[config.mk]
export PLATFORM = sky130hd
export DESIGN_NAME = mpp_port_pins
export DESIGN_NICKNAME = d
export VERILOG_FILES = /design/src/mpp_pkg.sv /design/src/mpp_port_pins.sv /design/src/mpp_sync.sv
export SDC_FILE = /design/constraint.sdc
export NUM_CORES = 1
export LEC_CHECK = 0
export BUFFER_PORTS_ARGS = -buffer_cell sky130_fd_sc_hd__buf_2
export CAP_MARGIN = 15
export CORE_MARGIN = 4
export CORE_UTILIZATION = 57
export CTS_BUF_LIST = sky130_fd_sc_hd__clkbuf_16
export CTS_CLUSTER_DIAMETER = 60
export DETAILED_ROUTE_END_ITERATION = 10
export HOLD_SLACK_MARGIN = 0.1
export PLACE_DENSITY_LB_ADDON = 0.08
export SYNTH_ARGS = -nofsm -noshare
export SYNTH_HDL_FRONTEND = slang
export SYNTH_SLANG_ARGS = --single-unit
[constraint.sdc]
create_clock -name clk_i -period 4.1 [get_ports clk_i]
set_clock_uncertainty 0.05 [all_clocks]
set_input_delay 0.41 -clock clk_i [delete_from_list [all_inputs] [get_ports clk_i]]
set_output_delay 0.41 -clock clk_i [all_outputs]
set_load 0.01 [all_outputs]
[src/mpp_pkg.sv]
package mpp_pkg;
    // ==========================================
    // Register map (byte addresses, one word each)
    localparam logic [7:0] ADDR_WIDE_BUS_LATCH = 8'h00;
    localparam logic [7:0] ADDR_WIDE_BUS_PIN = 8'h04;
    localparam logic [7:0] ADDR_ANALOG_PORT = 8'h08;
    localparam logic [7:0] ADDR_PULLUP_LATCH = 8'h0c;
    localparam logic [7:0] ADDR_PULLUP_PIN = 8'h10;
    localparam logic [7:0] ADDR_IRQ_CFG = 8'h14;
    localparam logic [7:0] ADDR_ALT_CFG = 8'h18;
    localparam logic [7:0] ADDR_IRQ_STATUS = 8'h1c;
    localparam logic [7:0] ADDR_IRQ_MASK = 8'h20;
    localparam logic [7:0] ADDR_CNT2 = 8'h24;
    localparam logic [7:0] ADDR_XMEM = 8'h28;

    // ==========================================
    // Reset values
    localparam logic [7:0] RST_LATCH = 8'hff;
    localparam logic [7:0] RST_ANALOG_SEL = 8'hff;
    localparam logic [3:0] RST_IRQ_CFG = 4'h0;
    localparam logic [3:0] RST_ALT_CFG = 4'h0;
    localparam logic [3:0] RST_STATUS = 4'h0;
    localparam logic [3:0] RST_MASK = 4'h0;

    // ==========================================
    // Field positions
    localparam int IRQ_CFG_EDGE0 = 0;
    localparam int IRQ_CFG_EDGE1 = 1;
    localparam int IRQ_CFG_PRIO0 = 2;
    localparam int IRQ_CFG_PRIO1 = 3;
    localparam int ALT_GATE0 = 0;
    localparam int ALT_GATE1 = 1;
    localparam int ALT_CNT2_EN = 2;
    localparam int ALT_SER_SYNC = 3;
    localparam int ST_IRQ0 = 0;
    localparam int ST_IRQ1 = 1;
    localparam int ST_CNT2 = 2;
    localparam int ST_XMEM = 3;
    localparam int BIT_RXD = 0;
    localparam int BIT_TXD = 1;
    localparam int BIT_IRQ0 = 2;
    localparam int BIT_IRQ1 = 3;
    localparam int BIT_T2 = 0;
    localparam int BIT_SLAVE_SEL = 5;

    // ==========================================
    // Timing
    localparam int RESET_HOLD_CYCLES = 24;
    localparam int XM_DATA_CYCLES = 3;

    typedef enum logic [1:0] {
        MPP_XM_IDLE = 2'b00,
        MPP_XM_ADDR = 2'b01,
        MPP_XM_DATA = 2'b10,
        MPP_XM_DONE = 2'b11
    } mpp_xm_state_t;

    typedef struct packed {
        logic [7:0] adr;
        logic we;
        logic [31:0] dat;
        logic [3:0] sel;
        logic cyc;
        logic stb;
    } mpp_wb_req_t;

    typedef struct packed {
        logic gate0;
        logic gate1;
        logic irq0_level;
        logic irq1_level;
        logic irq0_event;
        logic irq1_event;
        logic irq0_high_prio;
        logic irq1_high_prio;
    } mpp_irq_t;
endpackage

[src/mpp_port_pins.sv]
// The placing of the registers and register access over Wishbone were decided locally.
`timescale 1ns/1ps
`default_nettype none
// Summary of operation
// - Reset pin high 24 cycles resets
// - Analog port is input only, 8 bits
// - Analog port pins start analog after reset
// - Writing 0 makes pin digital input
// - Pull-up port: latch 1 pulls high, input
// - Wide bus port open drain, 1 floats
// - Wide bus carries address then data
// - Bus mode drives ones actively high
// - External irqs edge or level triggered
// - External irqs have two priority levels
// - Irq zero pin gates timer zero
// - Irq one pin gates timer one
// - Counter two counts falling edges
// - Receive pin input or sync bidirectional
// - Transmit pin data or sync clock
// - One analog pin is slave select
module mpp_port_pins
    import mpp_pkg::*;
#(
    parameter int PORT_W = 8,
    parameter int CNT2_W = 16
) (
    input wire logic clk_i,
    input wire logic rst_i,
    input wire logic reset_pin_i,
    output logic dev_reset_o,
    input wire mpp_pkg::mpp_wb_req_t wb_req_i,
    output logic [31:0] wb_dat_o,
    output logic wb_ack_o,
    output logic irq_o,
    input wire logic [PORT_W-1:0] wide_bus_port_i,
    output logic [PORT_W-1:0] wide_bus_port_o,
    output logic [PORT_W-1:0] wide_bus_port_oe_o,
    output logic addr_latch_o,
    input wire logic [PORT_W-1:0] analog_input_port_i,
    output logic [PORT_W-1:0] analog_mode_o,
    input wire logic [3:0] pullup_port_i,
    output logic [3:0] pullup_port_o,
    output logic [3:0] pullup_port_oe_o,
    input wire logic ser_rx_out_i,
    input wire logic ser_rx_oe_i,
    input wire logic ser_tx_i,
    input wire logic ser_sclk_i,
    output logic ser_rx_o,
    output logic spi_slave_sel_o,
    output mpp_pkg::mpp_irq_t irq_info_o,
    output logic [CNT2_W-1:0] counter_two_o
);
    import mpp_pkg::*;

    logic [PORT_W-1:0] wb_pin_s;
    logic [PORT_W-1:0] an_pin_s;
    logic [3:0] pu_pin_s;
    logic rst_pin_s;

    // ==========================================
    // Input synchronisers
    mpp_sync #(.WIDTH(2 * PORT_W + 5)) u_sync (
        .clk_i(clk_i),
        .rst_i(rst_i),
        .async_i({wide_bus_port_i, analog_input_port_i, pullup_port_i, reset_pin_i}),
        .sync_o({wb_pin_s, an_pin_s, pu_pin_s, rst_pin_s})
    );

    // ==========================================
    // Reset pin qualification
    logic [4:0] rst_cnt_q, rst_cnt_d;
    logic dev_rst_q, dev_rst_d;

    always_comb begin
        rst_cnt_d = rst_cnt_q;
        dev_rst_d = 1'b0;
        if (!rst_pin_s) begin
            rst_cnt_d = '0;
        end else if (rst_cnt_q < 5'(RESET_HOLD_CYCLES)) begin
            rst_cnt_d = rst_cnt_q + 5'd1;
        end
        if (rst_pin_s && rst_cnt_d == 5'(RESET_HOLD_CYCLES)) begin
            dev_rst_d = 1'b1;
        end
    end

    always_ff @(posedge clk_i) begin
        if (rst_i) begin
            rst_cnt_q <= '0;
            dev_rst_q <= 1'b0;
        end else begin
            rst_cnt_q <= rst_cnt_d;
            dev_rst_q <= dev_rst_d;
        end
    end

    assign dev_reset_o = dev_rst_q;
    logic soft_rst;
    assign soft_rst = rst_i | dev_rst_q;

    // ==========================================
    // Register file
    logic [PORT_W-1:0] wb_latch_q, wb_latch_d;
    logic [PORT_W-1:0] an_sel_q, an_sel_d;
    logic [3:0] pu_latch_q, pu_latch_d;
    logic [3:0] irq_cfg_q, irq_cfg_d;
    logic [3:0] alt_cfg_q, alt_cfg_d;
    logic [3:0] mask_q, mask_d;
    logic [3:0] status_q, status_d;
    logic ack_q, ack_d;
    logic [31:0] rdat_q, rdat_d;
    logic [3:0] ev;
    logic xm_start;
    logic [15:0] xm_wdata;
    logic [PORT_W-1:0] xm_rdata_q;
    logic [CNT2_W-1:0] cnt2_q;
    logic wr, rd;

    assign wr = wb_req_i.cyc & wb_req_i.stb & wb_req_i.we & ~ack_q;
    assign rd = wb_req_i.cyc & wb_req_i.stb & ~wb_req_i.we & ~ack_q;

    always_comb begin
        wb_latch_d = wb_latch_q;
        an_sel_d = an_sel_q;
        pu_latch_d = pu_latch_q;
        irq_cfg_d = irq_cfg_q;
        alt_cfg_d = alt_cfg_q;
        mask_d = mask_q;
        status_d = status_q;
        xm_start = 1'b0;
        xm_wdata = '0;
        ack_d = wr | rd;
        rdat_d = '0;
        if (wr && wb_req_i.sel[0]) begin
            case (wb_req_i.adr)
                ADDR_WIDE_BUS_LATCH: wb_latch_d = wb_req_i.dat[PORT_W-1:0];
                ADDR_ANALOG_PORT: an_sel_d = an_sel_q & wb_req_i.dat[PORT_W-1:0];
                ADDR_PULLUP_LATCH: pu_latch_d = wb_req_i.dat[3:0];
                ADDR_IRQ_CFG: irq_cfg_d = wb_req_i.dat[3:0];
                ADDR_ALT_CFG: alt_cfg_d = wb_req_i.dat[3:0];
                ADDR_IRQ_MASK: mask_d = wb_req_i.dat[3:0];
                ADDR_IRQ_STATUS: status_d = status_q & ~wb_req_i.dat[3:0];
                default: ;
            endcase
        end
        if (wr && wb_req_i.adr == ADDR_XMEM && wb_req_i.sel[1:0] == 2'b11) begin
            xm_start = 1'b1;
            xm_wdata = wb_req_i.dat[15:0];
        end
        status_d = status_d | ev;
        if (rd) begin
            case (wb_req_i.adr)
                ADDR_WIDE_BUS_LATCH: rdat_d = 32'(wb_latch_q);
                ADDR_WIDE_BUS_PIN: rdat_d = 32'(wb_pin_s);
                ADDR_ANALOG_PORT: rdat_d = {16'h0, an_sel_q, an_pin_s & ~an_sel_q};
                ADDR_PULLUP_LATCH: rdat_d = 32'(pu_latch_q);
                ADDR_PULLUP_PIN: rdat_d = 32'(pu_pin_s);
                ADDR_IRQ_CFG: rdat_d = 32'(irq_cfg_q);
                ADDR_ALT_CFG: rdat_d = 32'(alt_cfg_q);
                ADDR_IRQ_STATUS: rdat_d = 32'(status_q);
                ADDR_IRQ_MASK: rdat_d = 32'(mask_q);
                ADDR_CNT2: rdat_d = 32'(cnt2_q);
                ADDR_XMEM: rdat_d = 32'(xm_rdata_q);
                default: rdat_d = '0;
            endcase
        end
    end

    always_ff @(posedge clk_i) begin
        if (soft_rst) begin
            wb_latch_q <= RST_LATCH;
            an_sel_q <= RST_ANALOG_SEL;
            pu_latch_q <= RST_LATCH[3:0];
            irq_cfg_q <= RST_IRQ_CFG;
            alt_cfg_q <= RST_ALT_CFG;
            mask_q <= RST_MASK;
            status_q <= RST_STATUS;
            ack_q <= 1'b0;
            rdat_q <= '0;
        end else begin
            wb_latch_q <= wb_latch_d;
            an_sel_q <= an_sel_d;
            pu_latch_q <= pu_latch_d;
            irq_cfg_q <= irq_cfg_d;
            alt_cfg_q <= alt_cfg_d;
            mask_q <= mask_d;
            status_q <= status_d;
            ack_q <= ack_d;
            rdat_q <= rdat_d;
        end
    end

    assign wb_ack_o = ack_q;
    assign wb_dat_o = rdat_q;
    assign irq_o = |(status_q & mask_q);
    assign analog_mode_o = an_sel_q;

    // ==========================================
    // Edge detection on pins
    logic [1:0] irq_prev_q;
    logic t2_prev_q;
    logic [1:0] irq_fall;
    logic t2_fall;
    logic t2_digital;

    assign t2_digital = ~an_sel_q[BIT_T2];
    assign irq_fall = irq_prev_q & ~pu_pin_s[BIT_IRQ1:BIT_IRQ0];
    assign t2_fall = t2_prev_q & ~an_pin_s[BIT_T2] & t2_digital;

    always_ff @(posedge clk_i) begin
        if (soft_rst) begin
            irq_prev_q <= 2'b11;
            t2_prev_q <= 1'b1;
            cnt2_q <= '0;
        end else begin
            irq_prev_q <= pu_pin_s[BIT_IRQ1:BIT_IRQ0];
            t2_prev_q <= an_pin_s[BIT_T2];
            if (alt_cfg_q[ALT_CNT2_EN] && t2_fall) begin
                cnt2_q <= cnt2_q + CNT2_W'(1);
            end
        end
    end

    assign counter_two_o = cnt2_q;
    assign spi_slave_sel_o = an_pin_s[BIT_SLAVE_SEL] | an_sel_q[BIT_SLAVE_SEL];

    // Active-low interrupt requests, edge or level per config
    logic irq0_req, irq1_req;
    assign irq0_req = irq_cfg_q[IRQ_CFG_EDGE0] ? irq_fall[0] : ~pu_pin_s[BIT_IRQ0];
    assign irq1_req = irq_cfg_q[IRQ_CFG_EDGE1] ? irq_fall[1] : ~pu_pin_s[BIT_IRQ1];

    // ==========================================
    // External memory cycle
    mpp_xm_state_t xm_q, xm_d;
    logic [PORT_W-1:0] xm_out_q, xm_out_d;
    logic [PORT_W-1:0] xm_data_q, xm_data_d;
    logic [PORT_W-1:0] xm_rdata_d;
    logic xm_we_q, xm_we_d;
    logic [1:0] xm_cnt_q, xm_cnt_d;
    logic xm_done;

    always_comb begin
        xm_d = xm_q;
        xm_out_d = xm_out_q;
        xm_data_d = xm_data_q;
        xm_we_d = xm_we_q;
        xm_rdata_d = xm_rdata_q;
        xm_cnt_d = xm_cnt_q;
        xm_done = 1'b0;
        case (xm_q)
            MPP_XM_IDLE: begin
                if (xm_start) begin
                    xm_out_d = xm_wdata[PORT_W-1:0];
                    xm_data_d = xm_wdata[15:8];
                    xm_we_d = wb_req_i.dat[16];
                    xm_d = MPP_XM_ADDR;
                end
            end
            MPP_XM_ADDR: begin
                xm_out_d = xm_data_q;
                xm_d = MPP_XM_DATA;
            end
            MPP_XM_DATA: begin
                // Read waits out the pin synchroniser before taking the data
                // Write data stays on the bus for the whole phase
                xm_cnt_d = xm_cnt_q + 2'd1;
                if (xm_cnt_q == 2'(XM_DATA_CYCLES - 1)) begin
                    if (!xm_we_q) begin
                        xm_rdata_d = wb_pin_s;
                    end
                    xm_cnt_d = '0;
                    xm_d = MPP_XM_DONE;
                end
            end
            MPP_XM_DONE: begin
                xm_done = 1'b1;
                xm_d = MPP_XM_IDLE;
            end
            default: xm_d = MPP_XM_IDLE;
        endcase
    end

    always_ff @(posedge clk_i) begin
        if (soft_rst) begin
            xm_q <= MPP_XM_IDLE;
            xm_out_q <= '0;
            xm_data_q <= '0;
            xm_we_q <= 1'b0;
            xm_rdata_q <= '0;
            xm_cnt_q <= '0;
        end else begin
            xm_cnt_q <= xm_cnt_d;
            xm_q <= xm_d;
            xm_out_q <= xm_out_d;
            xm_data_q <= xm_data_d;
            xm_we_q <= xm_we_d;
            xm_rdata_q <= xm_rdata_d;
        end
    end

    assign ev = {xm_done, t2_fall & alt_cfg_q[ALT_CNT2_EN], irq1_req, irq0_req};

    // ==========================================
    // Pin drivers
    logic bus_active;
    logic bus_drive;
    assign bus_active = (xm_q == MPP_XM_ADDR) || (xm_q == MPP_XM_DATA);
    assign bus_drive = (xm_q == MPP_XM_ADDR) || (xm_q == MPP_XM_DATA && xm_we_q);
    assign addr_latch_o = (xm_q == MPP_XM_ADDR);

    always_comb begin
        if (bus_drive) begin
            wide_bus_port_o = xm_out_q;
            wide_bus_port_oe_o = '1;
        end else if (bus_active) begin
            wide_bus_port_o = '0;
            wide_bus_port_oe_o = '0;
        end else begin
            wide_bus_port_o = '0;
            wide_bus_port_oe_o = ~wb_latch_q;
        end
    end

    // Serial alternates combine with the latch; latch must stay 1 to pass them
    logic rx_alt, tx_alt;
    assign rx_alt = alt_cfg_q[ALT_SER_SYNC] ? (ser_rx_oe_i ? ser_rx_out_i : 1'b1) : 1'b1;
    assign tx_alt = alt_cfg_q[ALT_SER_SYNC] ? ser_sclk_i : ser_tx_i;

    logic [3:0] pu_level;
    assign pu_level = pu_latch_q & {2'b11, tx_alt, rx_alt};
    assign pullup_port_o = pu_level;
    assign pullup_port_oe_o = ~pu_level;
    assign ser_rx_o = pu_pin_s[BIT_RXD];

    assign irq_info_o.gate0 = pu_pin_s[BIT_IRQ0] | ~alt_cfg_q[ALT_GATE0];
    assign irq_info_o.gate1 = pu_pin_s[BIT_IRQ1] | ~alt_cfg_q[ALT_GATE1];
    assign irq_info_o.irq0_level = ~pu_pin_s[BIT_IRQ0];
    assign irq_info_o.irq1_level = ~pu_pin_s[BIT_IRQ1];
    assign irq_info_o.irq0_event = irq0_req;
    assign irq_info_o.irq1_event = irq1_req;
    assign irq_info_o.irq0_high_prio = irq_cfg_q[IRQ_CFG_PRIO0];
    assign irq_info_o.irq1_high_prio = irq_cfg_q[IRQ_CFG_PRIO1];
endmodule
`default_nettype wire

[src/mpp_sync.sv]
`timescale 1ns/1ps
`default_nettype none
module mpp_sync #(
    parameter int WIDTH = 8
) (
    input wire logic clk_i,
    input wire logic rst_i,
    input wire logic [WIDTH-1:0] async_i,
    output logic [WIDTH-1:0] sync_o
);
    // ==========================================
    // Two flops per bit
    genvar g;
    generate
        for (g = 0; g < WIDTH; g++) begin : g_bit
            logic s1_q;
            logic s2_q;
            always_ff @(posedge clk_i) begin
                if (rst_i) begin
                    s1_q <= 1'b1;
                    s2_q <= 1'b1;
                end else begin
                    s1_q <= async_i[g];
                    s2_q <= s1_q;
                end
            end
            assign sync_o[g] = s2_q;
        end
    endgenerate
endmodule
`default_nettype wire

=== Word-level counts from Yosys, hierarchy flattened ===
Cells that the tools add are included.

* Register bits: 165
* Bits of input ports: 74
* Output and inout port bits: 94

* Add/sub/neg operators: 3
* Magnitude comparators: 1
* Eq/ne operators: 18
* Muxes and demuxes: 23
* Bitwise gates (word level): 35
* Reductions and logical operators: 23

{| class="wikitable"
|+ Operators by type and width
! operator !! count
|-
| $pmux 16 s11 || 1
|-
| $eq 8x5->1 const B || 4
|-
| $mux 8 || 4
|-
| $eq 8x6->1 const B || 3
|-
| $reduce_and 2->1 || 9
|-
| $add 16x1->16 const B || 1
|-
| $and 8x8->8 || 2
|-
| $eq 8x4->1 const B || 2
|-
| $mux 16 || 1
|-
| $not 8->8 || 2
|-
| $pmux 8 s2 || 1
|-
| $and 4x4->4 || 3
|-
| $mux 5 || 2
|-
| $not 1->1 || 10
|-
| $and 1x1->1 || 8
|-
| $eq 2x2->1 const B || 4
|-
| $eq 8x3->1 const B || 1
|-
| $logic_not 8->1 || 1
|-
| $mux 1 || 8
|-
| $mux 4 || 2
|-
| $not 4->4 || 2
|-
| $pmux 2 s4 || 1
|-
| $logic_and 1x1->1 || 6
|-
| $mux 2 || 3
|-
| 16 further kinds || 22
|}

=== Longest topological paths before layout ===
Gate-level depths: netlist of run 1.

* Word-level depth: 8
* Depth in mapped cells: 7
* Mapped depth without buffers: 6

=== By module ===
Synthesis of run 1 repeated with hierarchy kept, for this count alone.

* Cell total of the unflattened synthesis: 709
* Area, all modules: 6633.9 um^2

{| class="wikitable"
|+ Modules (own cells, without submodules)
! module !! instances !! cells an instance !! area each (um^2)
|-
| mpp_port_pins || 1 || 600 || 5327.6
|-
| mpp_sync || 1 || 109 || 1306.3
|}

=== Least setup slack after synthesis of run 1 ===
No wires, ideal clock.

* Path type: input port to flip-flop
* Start: input port wb_req_i[45] in the netlist's numbering
* End: register xm_out_q[0]
* Library setup time: 0.151 ns
* Data arrival time: 2.062 ns
* Data required time: 3.899 ns
* Setup slack: 1.837 ns
* Cell stages on the path: 7
* Cells stage by stage: buf_4 -> or4b_1 -> buf_2 -> or4_4 -> buf_6 -> a21oi_2 -> a2111oi_0

* Longest elaborated chain between the ends: 6

{| class="wikitable"
|+ Ends and longest elaborated chain
! what !! RTL line !! source
|-
| start, declared || mpp_port_pins.sv:31 || <nowiki>input wire mpp_pkg::mpp_wb_req_t wb_req_i,</nowiki>
|-
| $eq 8x6->1 (*) || mpp_port_pins.sv:146 || <nowiki>if (wr && wb_req_i.adr == ADDR_XMEM && wb_req_i.sel[1:0] == 2'b11) begin</nowiki>
|-
| $logic_and 1x1->1 (*) (2 in series) || mpp_port_pins.sv:146 ||
|-
| $mux 16 / $mux 1 (equally long branches) || mpp_port_pins.sv:146 ||
|-
| $mux 8 / $ne 2x2->1 (equally long branches) || - ||
|-
| $pmux 8 s2 / $reduce_and 2->1 (equally long branches) || - ||
|-
| end signal, assigned || mpp_port_pins.sv:294 || <nowiki>xm_out_q <= xm_out_d;</nowiki>
|-
| end, declared || mpp_port_pins.sv:235 || <nowiki>logic [PORT_W-1:0] xm_out_q, xm_out_d;</nowiki>
|}

Every way passes the cells marked *; elsewhere a longest branch is shown, timed or not. The select of a mux whose other input is x is not followed.
A chain may end at the register's enable or synchronous reset.

=== Worst setup path in the final report of run 1 ===
* Start: register xm_q[1]
* End: output port wide_bus_port_oe_o[3]

* Longest elaborated chain between the ends: 4

{| class="wikitable"
|+ Ends and longest elaborated chain
! what !! RTL line !! source
|-
| start, declared || mpp_port_pins.sv:234 || <nowiki>mpp_xm_state_t xm_q, xm_d;</nowiki>
|-
| start signal, assigned || mpp_port_pins.sv:293 || <nowiki>xm_q <= xm_d;</nowiki>
|-
| $eq 2x1->1 / $eq 2x2->1 (equally long branches) || mpp_port_pins.sv:307, mpp_port_pins.sv:308 ||
|-
| $logic_or 1x1->1 / $logic_and 1x1->1 (equally long branches) || mpp_port_pins.sv:307, mpp_port_pins.sv:308 ||
|-
| $mux 8 / $logic_or 1x1->1 (equally long branches) || mpp_port_pins.sv:315, mpp_port_pins.sv:308 ||
|-
| $mux 8 (*) || mpp_port_pins.sv:312 || <nowiki>if (bus_drive) begin</nowiki>
|-
| end, declared || mpp_port_pins.sv:37 || <nowiki>output logic [PORT_W-1:0] wide_bus_port_oe_o,</nowiki>
|}

Every way passes the cells marked *; elsewhere a longest branch is shown, timed or not.

==> results of run 1 <==
## through the flow
step                hold slack, ns  setup WS [ns]
finish                       0.115           1.34
global placement             0.342           1.48
CTS                          0.101           1.32
detailed placement           0.346           1.38
floorplan                    0.339           1.84
global route                 0.101           1.10
## sequential cells by signal, summed over array words and instances (netlist names), 2 cells and up
| signal | flops |
|---|---|
| u_sync.g_bit.s1_q | 21 |
| u_sync.g_bit.s2_q | 21 |
| counter_two_o | 16 |
| wb_dat_o | 16 |
| analog_mode_o | 8 |
| wb_latch_q | 8 |
| xm_data_q | 8 |
| xm_out_q | 8 |
| xm_rdata_q | 8 |
| rst_cnt_q | 5 |
| alt_cfg_q | 4 |
| irq_cfg_q | 4 |
| mask_q | 4 |
| pu_latch_q | 4 |
| status_q | 4 |
| irq_prev_q | 2 |
| xm_cnt_q | 2 |
| xm_q | 2 |
## power breakdown
group | internal, uW | leakage (uW) | switching (uW)
Sequential | 1480 | 0.00121 | 23.6
Clock | 960 | 0.000296 | 617
Combinational | 136 | 0.00164 | 227
## kinds of logic (layout without fill, tap and decap cells)
group	count (synthesis)	count (layout)
mux	45	45
fa+ha+maj	7	7
simple gates	253	253
buf+inv	95	205
xor+xnor	11	11
compound gates	142	142
other cells	1	16
flops	149	149
## cell usage in the layout, fill, tap and decap left out, types with 6 or more instances in the layout
cell and count:
xnor2_1 6, conb_1 16, buf_4 6, or2_2 45, a211oi_1 9, ha_1 7
nor2_1 55, inv_1 34, a21oi_1 30, a22oi_1 15, nand3_1 29, o21ai_0 28
nor3_1 10, a21oi_2 8, clkbuf_16 17, buf_2 134, nand2_1 47, a2111oi_0 8
dfxtp_1 149, nor2b_1 13, mux2i_1 40
## worst min path at each step
stage | from | to | slack, ns | depth (start not counted)
finish | pullup_port_i[0] | u_sync.g_bit[1].s1_q | 0.11 | 2
global route | wide_bus_port_i[1] | u_sync.g_bit[14].s1_q | 0.10 | 2
CTS | pullup_port_i[0] | u_sync.g_bit[1].s1_q | 0.10 | 2
detailed placement | u_sync.g_bit[3].s1_q | u_sync.g_bit[3].s2_q | 0.35 | 1
global placement | u_sync.g_bit[4].s1_q | u_sync.g_bit[4].s2_q | 0.34 | 1
floorplan | u_sync.g_bit[0].s1_q | u_sync.g_bit[0].s2_q | 0.34 | 1
## final cells by class
cell class	instances	area (sq um)	share of cell area
clock buffers	17	425	0.0551
clock inverters	15	178	0.0230
inverters	33	124	0.0160
multi-input cells	474	3120	0.404
flip-flops and latches	149	2980	0.386
well taps	140	175	0.0227
repair buffers	140	716	0.0927
## cells in the mapped netlist, types with 9 or more instances
| cell | instances | area (sq um) |
|---|---|---|
| nand3_1 | 29 | 145 |
| a211oi_1 | 9 | 67.6 |
| a22oi_1 | 15 | 113 |
| inv_1 | 33 | 124 |
| nand2_1 | 47 | 176 |
| o21ai_0 | 28 | 140 |
| nor3_1 | 10 | 50.1 |
| a21oi_1 | 30 | 150 |
| nor2b_1 | 13 | 81.3 |
| clkbuf_1 | 26 | 97.6 |
| dfxtp_1 | 149 | 2980 |
| nor2_1 | 55 | 206 |
| mux2i_1 | 40 | 400 |
| or2_2 | 45 | 282 |
| buf_4 | 23 | 173 |
## worst register-to-register path, delay by kind of cell, from the launching register on
family / cells / cell delay (ns)
AOI/OAI and AO/OA: 1 / 0.48
DFF: 1 / 0.32
and+or+nand+nor: 3 / 1.65
## layer usage
| layer | global-route usage | routed length, um | vias to the layer above |
|---|---|---|---|
| met5 | 0 | 7 | - |
| met4 | 0.0892 | 297 | 2 |
| met3 | 0.0779 | 1540 | 34 |
| met2 | 0.433 | 8480 | 238 |
| met1 | 0.346 | 7310 | 2641 |
| li1 | - | - | 2667 |
==> results.cfg, run 1 <==
[outcome]
run_status = complete, no violations

[sta]
fmax_ghz = 0.362
finalCriticalPeriod_ns = 2.76
setup_violations = 0
setup_tns_ns = 0
fin_crit_sh = 0.674
drv_slew = 0
max_slew.worst_pin.slew_ns = 0.920
hold_viol_final = 0
relSlewSlack = 0.378
rsz0062_at_grt = no

[logic_synthesis]
ys_ff_latch = 149
ys.warnings.count = 0
netlist_area_sq_um = 6510
synth-simple-area-share = 0.222
postSynthCellCount = 703
ys_seq_area_frac = 0.458
synth_xor_area_frac = 0.0148
synthFlopType = dfxtp_1
synth_fa_ha_area_frac = 0.0135
synth.avg_cell_area_sq_um = 9.26
synth_top_family_by_area = simple AND/OR/NAND/NOR gates
synthMuxAreaShare = 0.0702
synth_compound_area_frac = 0.148
synth.distinct_cells = 64
synth_edf_count = 0
async_reset_ff_frac = 0

[routing]
via_per_inst = 5.77
vias = 5582
drtAntennaViolNets = 0
drt-total-wl_um = 17600
wl_per_cell_um = 18.2
drc = 0
dr.pass1.iters = 5
drt_iter0_markers = 582

[placed_design]
gp_congestion = 0.898
dp_hpwl_um = 13000
dp.cells = 936
post_dp_cell_area_sq_um = 7120
numPortBuffers = 134

[setup_path]
cp_slowest_cell = a21oi_1
critical-path-max-stage-delay_ns = 0.73
crit_type = reg2out
crit_end = wide_bus_port_oe_o[3]
critical_path_arrival_ns = 2.30
path_buf_inv = 2
endpoint_kind = output pin
worst_setup_path_start_kind = flip-flop
r2r_end = wb_dat_o[6]
worstSetupPathDepth = 5
required_ns = 3.64
ff2ff_path_depth = 4
critPathTopFamily = compound AO/OA/AOI/OAI gates
path_max_fanout = 16
r2r_slack_ns = 1.48
path_cells = inv_1 -> ha_1 -> a21oi_1 -> o21ai_0 -> buf_2
cp-startpoint = xm_q[1]
r2r-start = wb_ack_o

[final_layout]
area_growth_pct = 18.6
fin_area_sq_um = 7720
final_cells = 968
final_nets = 896
final_util = 0.700
layout-drive-gt1-share = 0.291
antenna_cells = 0
nFillCells = 906

[power]
p_per_area_nw_per_um2 = 446
leakage_uw = 0.00315
power_uw = 3450
ir_worst_vdd_uv = 399

[run]
cap_violations = 0

[floorplanning]
initial_core_util = 0.590
dieArea_sq_um = 13200
ioPinCount = 168
core.rowCount = 38
die_x_um = 115
core_area_sq_um = 11000
die_h_um = 115

[clock_tree]
cts_root_buf = clkbuf_16
cts_tree = built
cts-hold-fix-buffers = 0
cts_setup_buffers = 0
htree_levels = 4
cts_buffers = 17
clk_latency_ns = 0.43
post_cts_resized = 0
clk_pin_slew_ns = 0.06
clk_path_buf_depth = 2
cts_sinks = 149

[hold_path]
worstHoldPathType = in2reg

[global_routing]
grt_pass1_vias = 5246
antenna_found_initial = 1
grt_pass1_wl_um = 27400
track_usage = 0.268
gr-total-overflow = 0
grt_max_degree = 58
Power figures use the tool's default switching activity.
==> inputs of run 2 (changes only) <==
Settings changed: CORE_UTILIZATION 57 to 53.
Clock period 4.1 ns to 2.55 ns, I/O delays scaled along.
==> run 2 against run 1 <==
First-iteration DRC count decreased by 27%. Cell area increased by 6.2%. Routed wire length is 7.3% higher. Total power increased by 59%. Sequential cell count did not move. Critical path depth up 1.
==> results.cfg, run 2 (synthesis results as in run 1) <==
[clock_tree]
cts_root_buf = clkbuf_16
cts_tree = built
cts_sinks = 149
clk_path_buf_depth = 2
cts-hold-fix-buffers = 34
clk_pin_slew_ns = 0.06
htree_levels = 4
cts_setup_buffers = 0
clk_latency_ns = 0.43
cts_buffers = 17
post_cts_resized = 0

[power]
leakage_uw = 0.00339
p_per_area_nw_per_um2 = 669
ir_worst_vdd_uv = 569

[final_layout]
fin_area_sq_um = 8200
nFillCells = 1005
top_regs = u_sync.g_bit.s1_q: 21 flops, u_sync.g_bit.s2_q: 21 flops
final_common_cell = dfxtp_1
final_nets = 952
layout-drive-gt1-share = 0.299
seq_area_sq_um = 2980
multi_input_area_sq_um = 3120
area_growth_pct = 25.9
antenna_cells = 0
final_cells = 1030
final_cell_mix = 149 x dfxtp_1, 134 x buf_2, 55 x nor2_1, 47 x nand2_1, 45 x or2_2

[global_routing]
antenna_found_initial = 0
track_usage = 0.266
grt_pass1_wl_um = 29600
grt_pass1_vias = 5524
grt_max_degree = 60
gr-total-overflow = 0

[floorplanning]
die_x_um = 119
die_h_um = 119
ioPinCount = 168
dieArea_sq_um = 14100
initial_core_util = 0.542
core_area_sq_um = 12000
core.rowCount = 40

[sta]
fmax_ghz = 0.438
setup_slack_ns = 0.269
finalCriticalPeriod_ns = 2.28
fin_crit_sh = 0.894
rsz0062_at_grt = no
relSlewSlack = 0.576
drv_slew = 0
hold_viol_final = 0
setup_violations = 0
max_slew.worst_pin.slew_ns = 0.636
setup_tns_ns = 0

[placed_design]
dp_hpwl_um = 13700
numPortBuffers = 134
dp.cells = 965
gp_congestion = 0.898
post_dp_cell_area_sq_um = 7290
pre_cts_ws_ns = 0.234

[routing]
vias = 5774
via_per_inst = 5.61
drt_iter0_markers = 426
drc = 0
drt-total-wl_um = 18900
drtAntennaViolNets = 0
wl_per_cell_um = 18.4
dr.pass1.iters = 5

[setup_path]
critPathTopFamily = buffers and inverters
endpoint_kind = output pin
r2r_slack_ns = 0.48
critical-path-max-stage-delay_ns = 0.37
path_cells = inv_1 -> ha_1 -> a21oi_1 -> buf_4 -> o21ai_0 -> buf_2
worst_setup_path_start_kind = flip-flop
required_ns = 2.25
crit_type = reg2out
path_buf_inv = 3
cp_slowest_cell = dfxtp_1
critical_path_arrival_ns = 1.98
path_max_fanout = 13

[outcome]
run_status = complete, no violations

[run]
cap_violations = 0

[hold_path]
worstHoldPathType = in2reg
-- run 2: changes by cell type in the layout (fill, tap and decap cells not counted), sizes merged --
cell and change:
clkinvlp +1, buf +22, clkinv +2, dlygate4sd3 +34, bufinv -1, inv -3
-- run 2: final cells by class --
class | instances | area share
Multi-Input combinational cell | 474 | 0.381
Timing Repair Buffer | 196 | 0.149
Inverter | 33 | 0.0151
Tap cell | 147 | 0.0224
Sequential cell | 149 | 0.364
Clock inverter | 14 | 0.0169
Clock buffer | 17 | 0.0519
-- run 2: power by group --
| group | total, uW | internal (uW) | switching [uW] |
|---|---|---|---|
| Combinational | 656 | 270 | 386 |
| Sequential | 2420 | 2390 | 37.7 |
| Clock | 2400 | 1430 | 974 |
| Total | 5480 | 4080 | 1400 |
-- run 2: per-stage QoR --
step / power [uW] / utilization / hold WS, ns
finish: 5480 / 0.683 / 0.153
detailed placement: 3090 / 0.607 / 0.344
global placement: 3060 / 0.607 / 0.342
CTS: 5510 / 0.683 / 0.142
global route: 5670 / 0.683 / 0.163
floorplan: 2860 / - / 0.309
-- run 2: layer usage --
layer | track usage | vias up | wire length (um) | part of all wire
li1 | - | 2780 | - | -
met1 | 0.340 | 2685 | 8010 | 0.42
met2 | 0.441 | 268 | 8990 | 0.47
met3 | 0.0603 | 41 | 1410 | 0.074
met4 | 0.0985 | 0 | 521 | 0.028
met5 | 0 | - | 0 | 0
-- run 2: worst paths after layout --
path                              start                     to  depth (start not counted)
setup / recovery                xm_q[1]  wide_bus_port_oe_o[3]                          6
hold / removal                    rst_i               wb_ack_o                          3
setup reg to reg                xm_q[0]            xm_out_q[3]                          5
hold reg to reg   u_sync.g_bit[19].s1_q  u_sync.g_bit[19].s2_q                          1
-- run 2: tightest hold or removal path, delay by kind of cell --
family,cells,cell delay [ns]
AND/OR/NAND/NOR,2,0.22
buffers and inverters,1,0.09
==> inputs of run 3 (changes only) <==
Settings changed: PLACE_DENSITY from default to 0.8, PLACE_DENSITY_LB_ADDON 0.08 to default.
==> run 3 against run 2 <==
Core utilization increased by 0.094 points. Via count up 0.68%. Global-route usage fell by 0.42 points. Critical path depth stayed put. Final cell count is the same. Maximum frequency decreased by 2.1%. Sequential share of layout area barely moved. Register-to-register slack got worse by 0.02 ns. Critical endpoint is now wide_bus_port_oe_o[6]. Largest power group is now clock. Highest routed layer unchanged.
==> results.cfg, run 3 (synthesis results as in run 1) <==
[power]
p_per_area_nw_per_um2 = 674
power_frac_comb = 0.121
power_uw = 5530
pwr-share-seq = 0.438
clkPwrFrac = 0.441
ir_worst_vdd_uv = 583
swShare = 0.259
power.switching_uw = 1430
leakage_uw = 0.00338
internal_power_uw = 4100

[final_layout]
top_regs = u_sync.g_bit.s1_q: 21 flops, u_sync.g_bit.s2_q: 21 flops
area_growth_pct = 26.1
final_util = 0.683
final_nets = 951
nFillCells = 909
seq_area_sq_um = 2980
antenna_cells = 0
final_cells = 1030
multi_input_area_sq_um = 3120
layout-drive-gt1-share = 0.297
final_cell_mix = 149 x dfxtp_1, 134 x buf_2, 55 x nor2_1, 47 x nand2_1, 45 x or2_2
final_common_cell = dfxtp_1

[clock_tree]
cts_tree = built
htree_levels = 4
cts_sinks = 149
clk_pin_slew_ns = 0.06
cts_buffers = 17
post_cts_resized = 0
cts_root_buf = clkbuf_16
cts_setup_buffers = 0
clk_path_buf_depth = 2
cts-hold-fix-buffers = 35
clk_latency_ns = 0.42

[global_routing]
grt_max_degree = 60
antenna_found_initial = 0
grt_pass1_vias = 5626
grt_use_met2 = 0.433
gr-total-overflow = 0
track_usage = 0.262
met3_usage = 0.0636
busiest_layer = met2
grt_pass1_wl_um = 29400
grt_util_met1 = 0.331

[setup_path]
cp_slowest_cell = dfxtp_1
path_max_fanout = 13
worst_setup_path_start_kind = flip-flop
crit_type = reg2out
required_ns = 2.25
endpoint_kind = output pin
path_cells = inv_1 -> ha_1 -> a21oi_1 -> buf_4 -> o21ai_0 -> buf_2
critical-path-max-stage-delay_ns = 0.36
r2r_slack_ns = 0.46
critical_path_arrival_ns = 2.03

[floorplanning]
dieArea_sq_um = 14100
die_x_um = 119
core.rowCount = 40
ioPinCount = 168
die_h_um = 119
initial_core_util = 0.542
core_area_sq_um = 12000

[outcome]
run_status = complete, no violations

[routing]
dr.pass1.iters = 5
drt_iter0_markers = 441
wl_per_cell_um = 18.0
drt-total-wl_um = 18500
drtAntennaViolNets = 0
drc = 0
via_per_inst = 5.64
vias = 5813

[placed_design]
gp_congestion = 0.955
dp.cells = 963
dp_hpwl_um = 13600
numPortBuffers = 134

[sta]
hold_viol_final = 0
setup_violations = 0
fmax_ghz = 0.429
max_slew.worst_pin.slew_ns = 0.755
finalCriticalPeriod_ns = 2.33
setup_tns_ns = 0
hold_ws_ns = 0.165
drv_slew = 0
fin_crit_sh = 0.914
rsz0062_at_grt = no
relSlewSlack = 0.490

[run]
cap_violations = 0

[hold_path]
worstHoldPathType = in2reg
[run 3: stage by stage]
step | instance area, sq um | setup slack (ns)
3_5_place_dp | 7280 | 0.256
2_1_floorplan | 6570 | 0.442
3_3_place_gp | 7280 | 0.258
6_report | 8210 | 0.220
4_1_cts | 8210 | 0.208
5_1_grt | 8210 | 0.124
[run 3: worst paths after layout]
| path | cells after the start | start | end |
|---|---|---|---|
| worst max register to register | 4 | counter_two_o[3] | counter_two_o[15] |
| worst min register to register | 1 | u_sync.g_bit[3].s1_q | u_sync.g_bit[3].s2_q |
| worst min-delay path | 3 | wb_req_i[6] | pu_latch_q[0] |
| worst max-delay path | 6 | xm_q[1] | wide_bus_port_oe_o[6] |
[run 3: area by class of cell]
type,count,share of cell area
clock inverter,15,0.0189
timing repair buffer,195,0.148
tap,147,0.0224
clock buffer,17,0.0518
inverter,33,0.0151
sequential,149,0.363
multi-input combinational,474,0.380
[run 3: critical path: cells and delay by family (launching register included)]
kind / cells / cell delay [ns]
adders and majority gates: 1 / 0.28
AOI/OAI and AO/OA: 2 / 0.44
buffers and inverters: 3 / 0.52
DFF: 1 / 0.36
[run 3: power by group through the flow]
stage	Clock (uW)	Sequential, uW	Combinational [uW]
global placement	0	2470	603
floorplan	0	2460	396
detailed placement	0	2470	620
CTS	2470	2420	665
finish	2440	2420	670
global route	2580	2430	726
[run 3: routing by layer]
metal  vias to the layer above  wire, um
li1                       2775         -
met1                      2752      7800
met2                       252      8780
met3                        34      1460
met4                         0       473
met5                         -         0
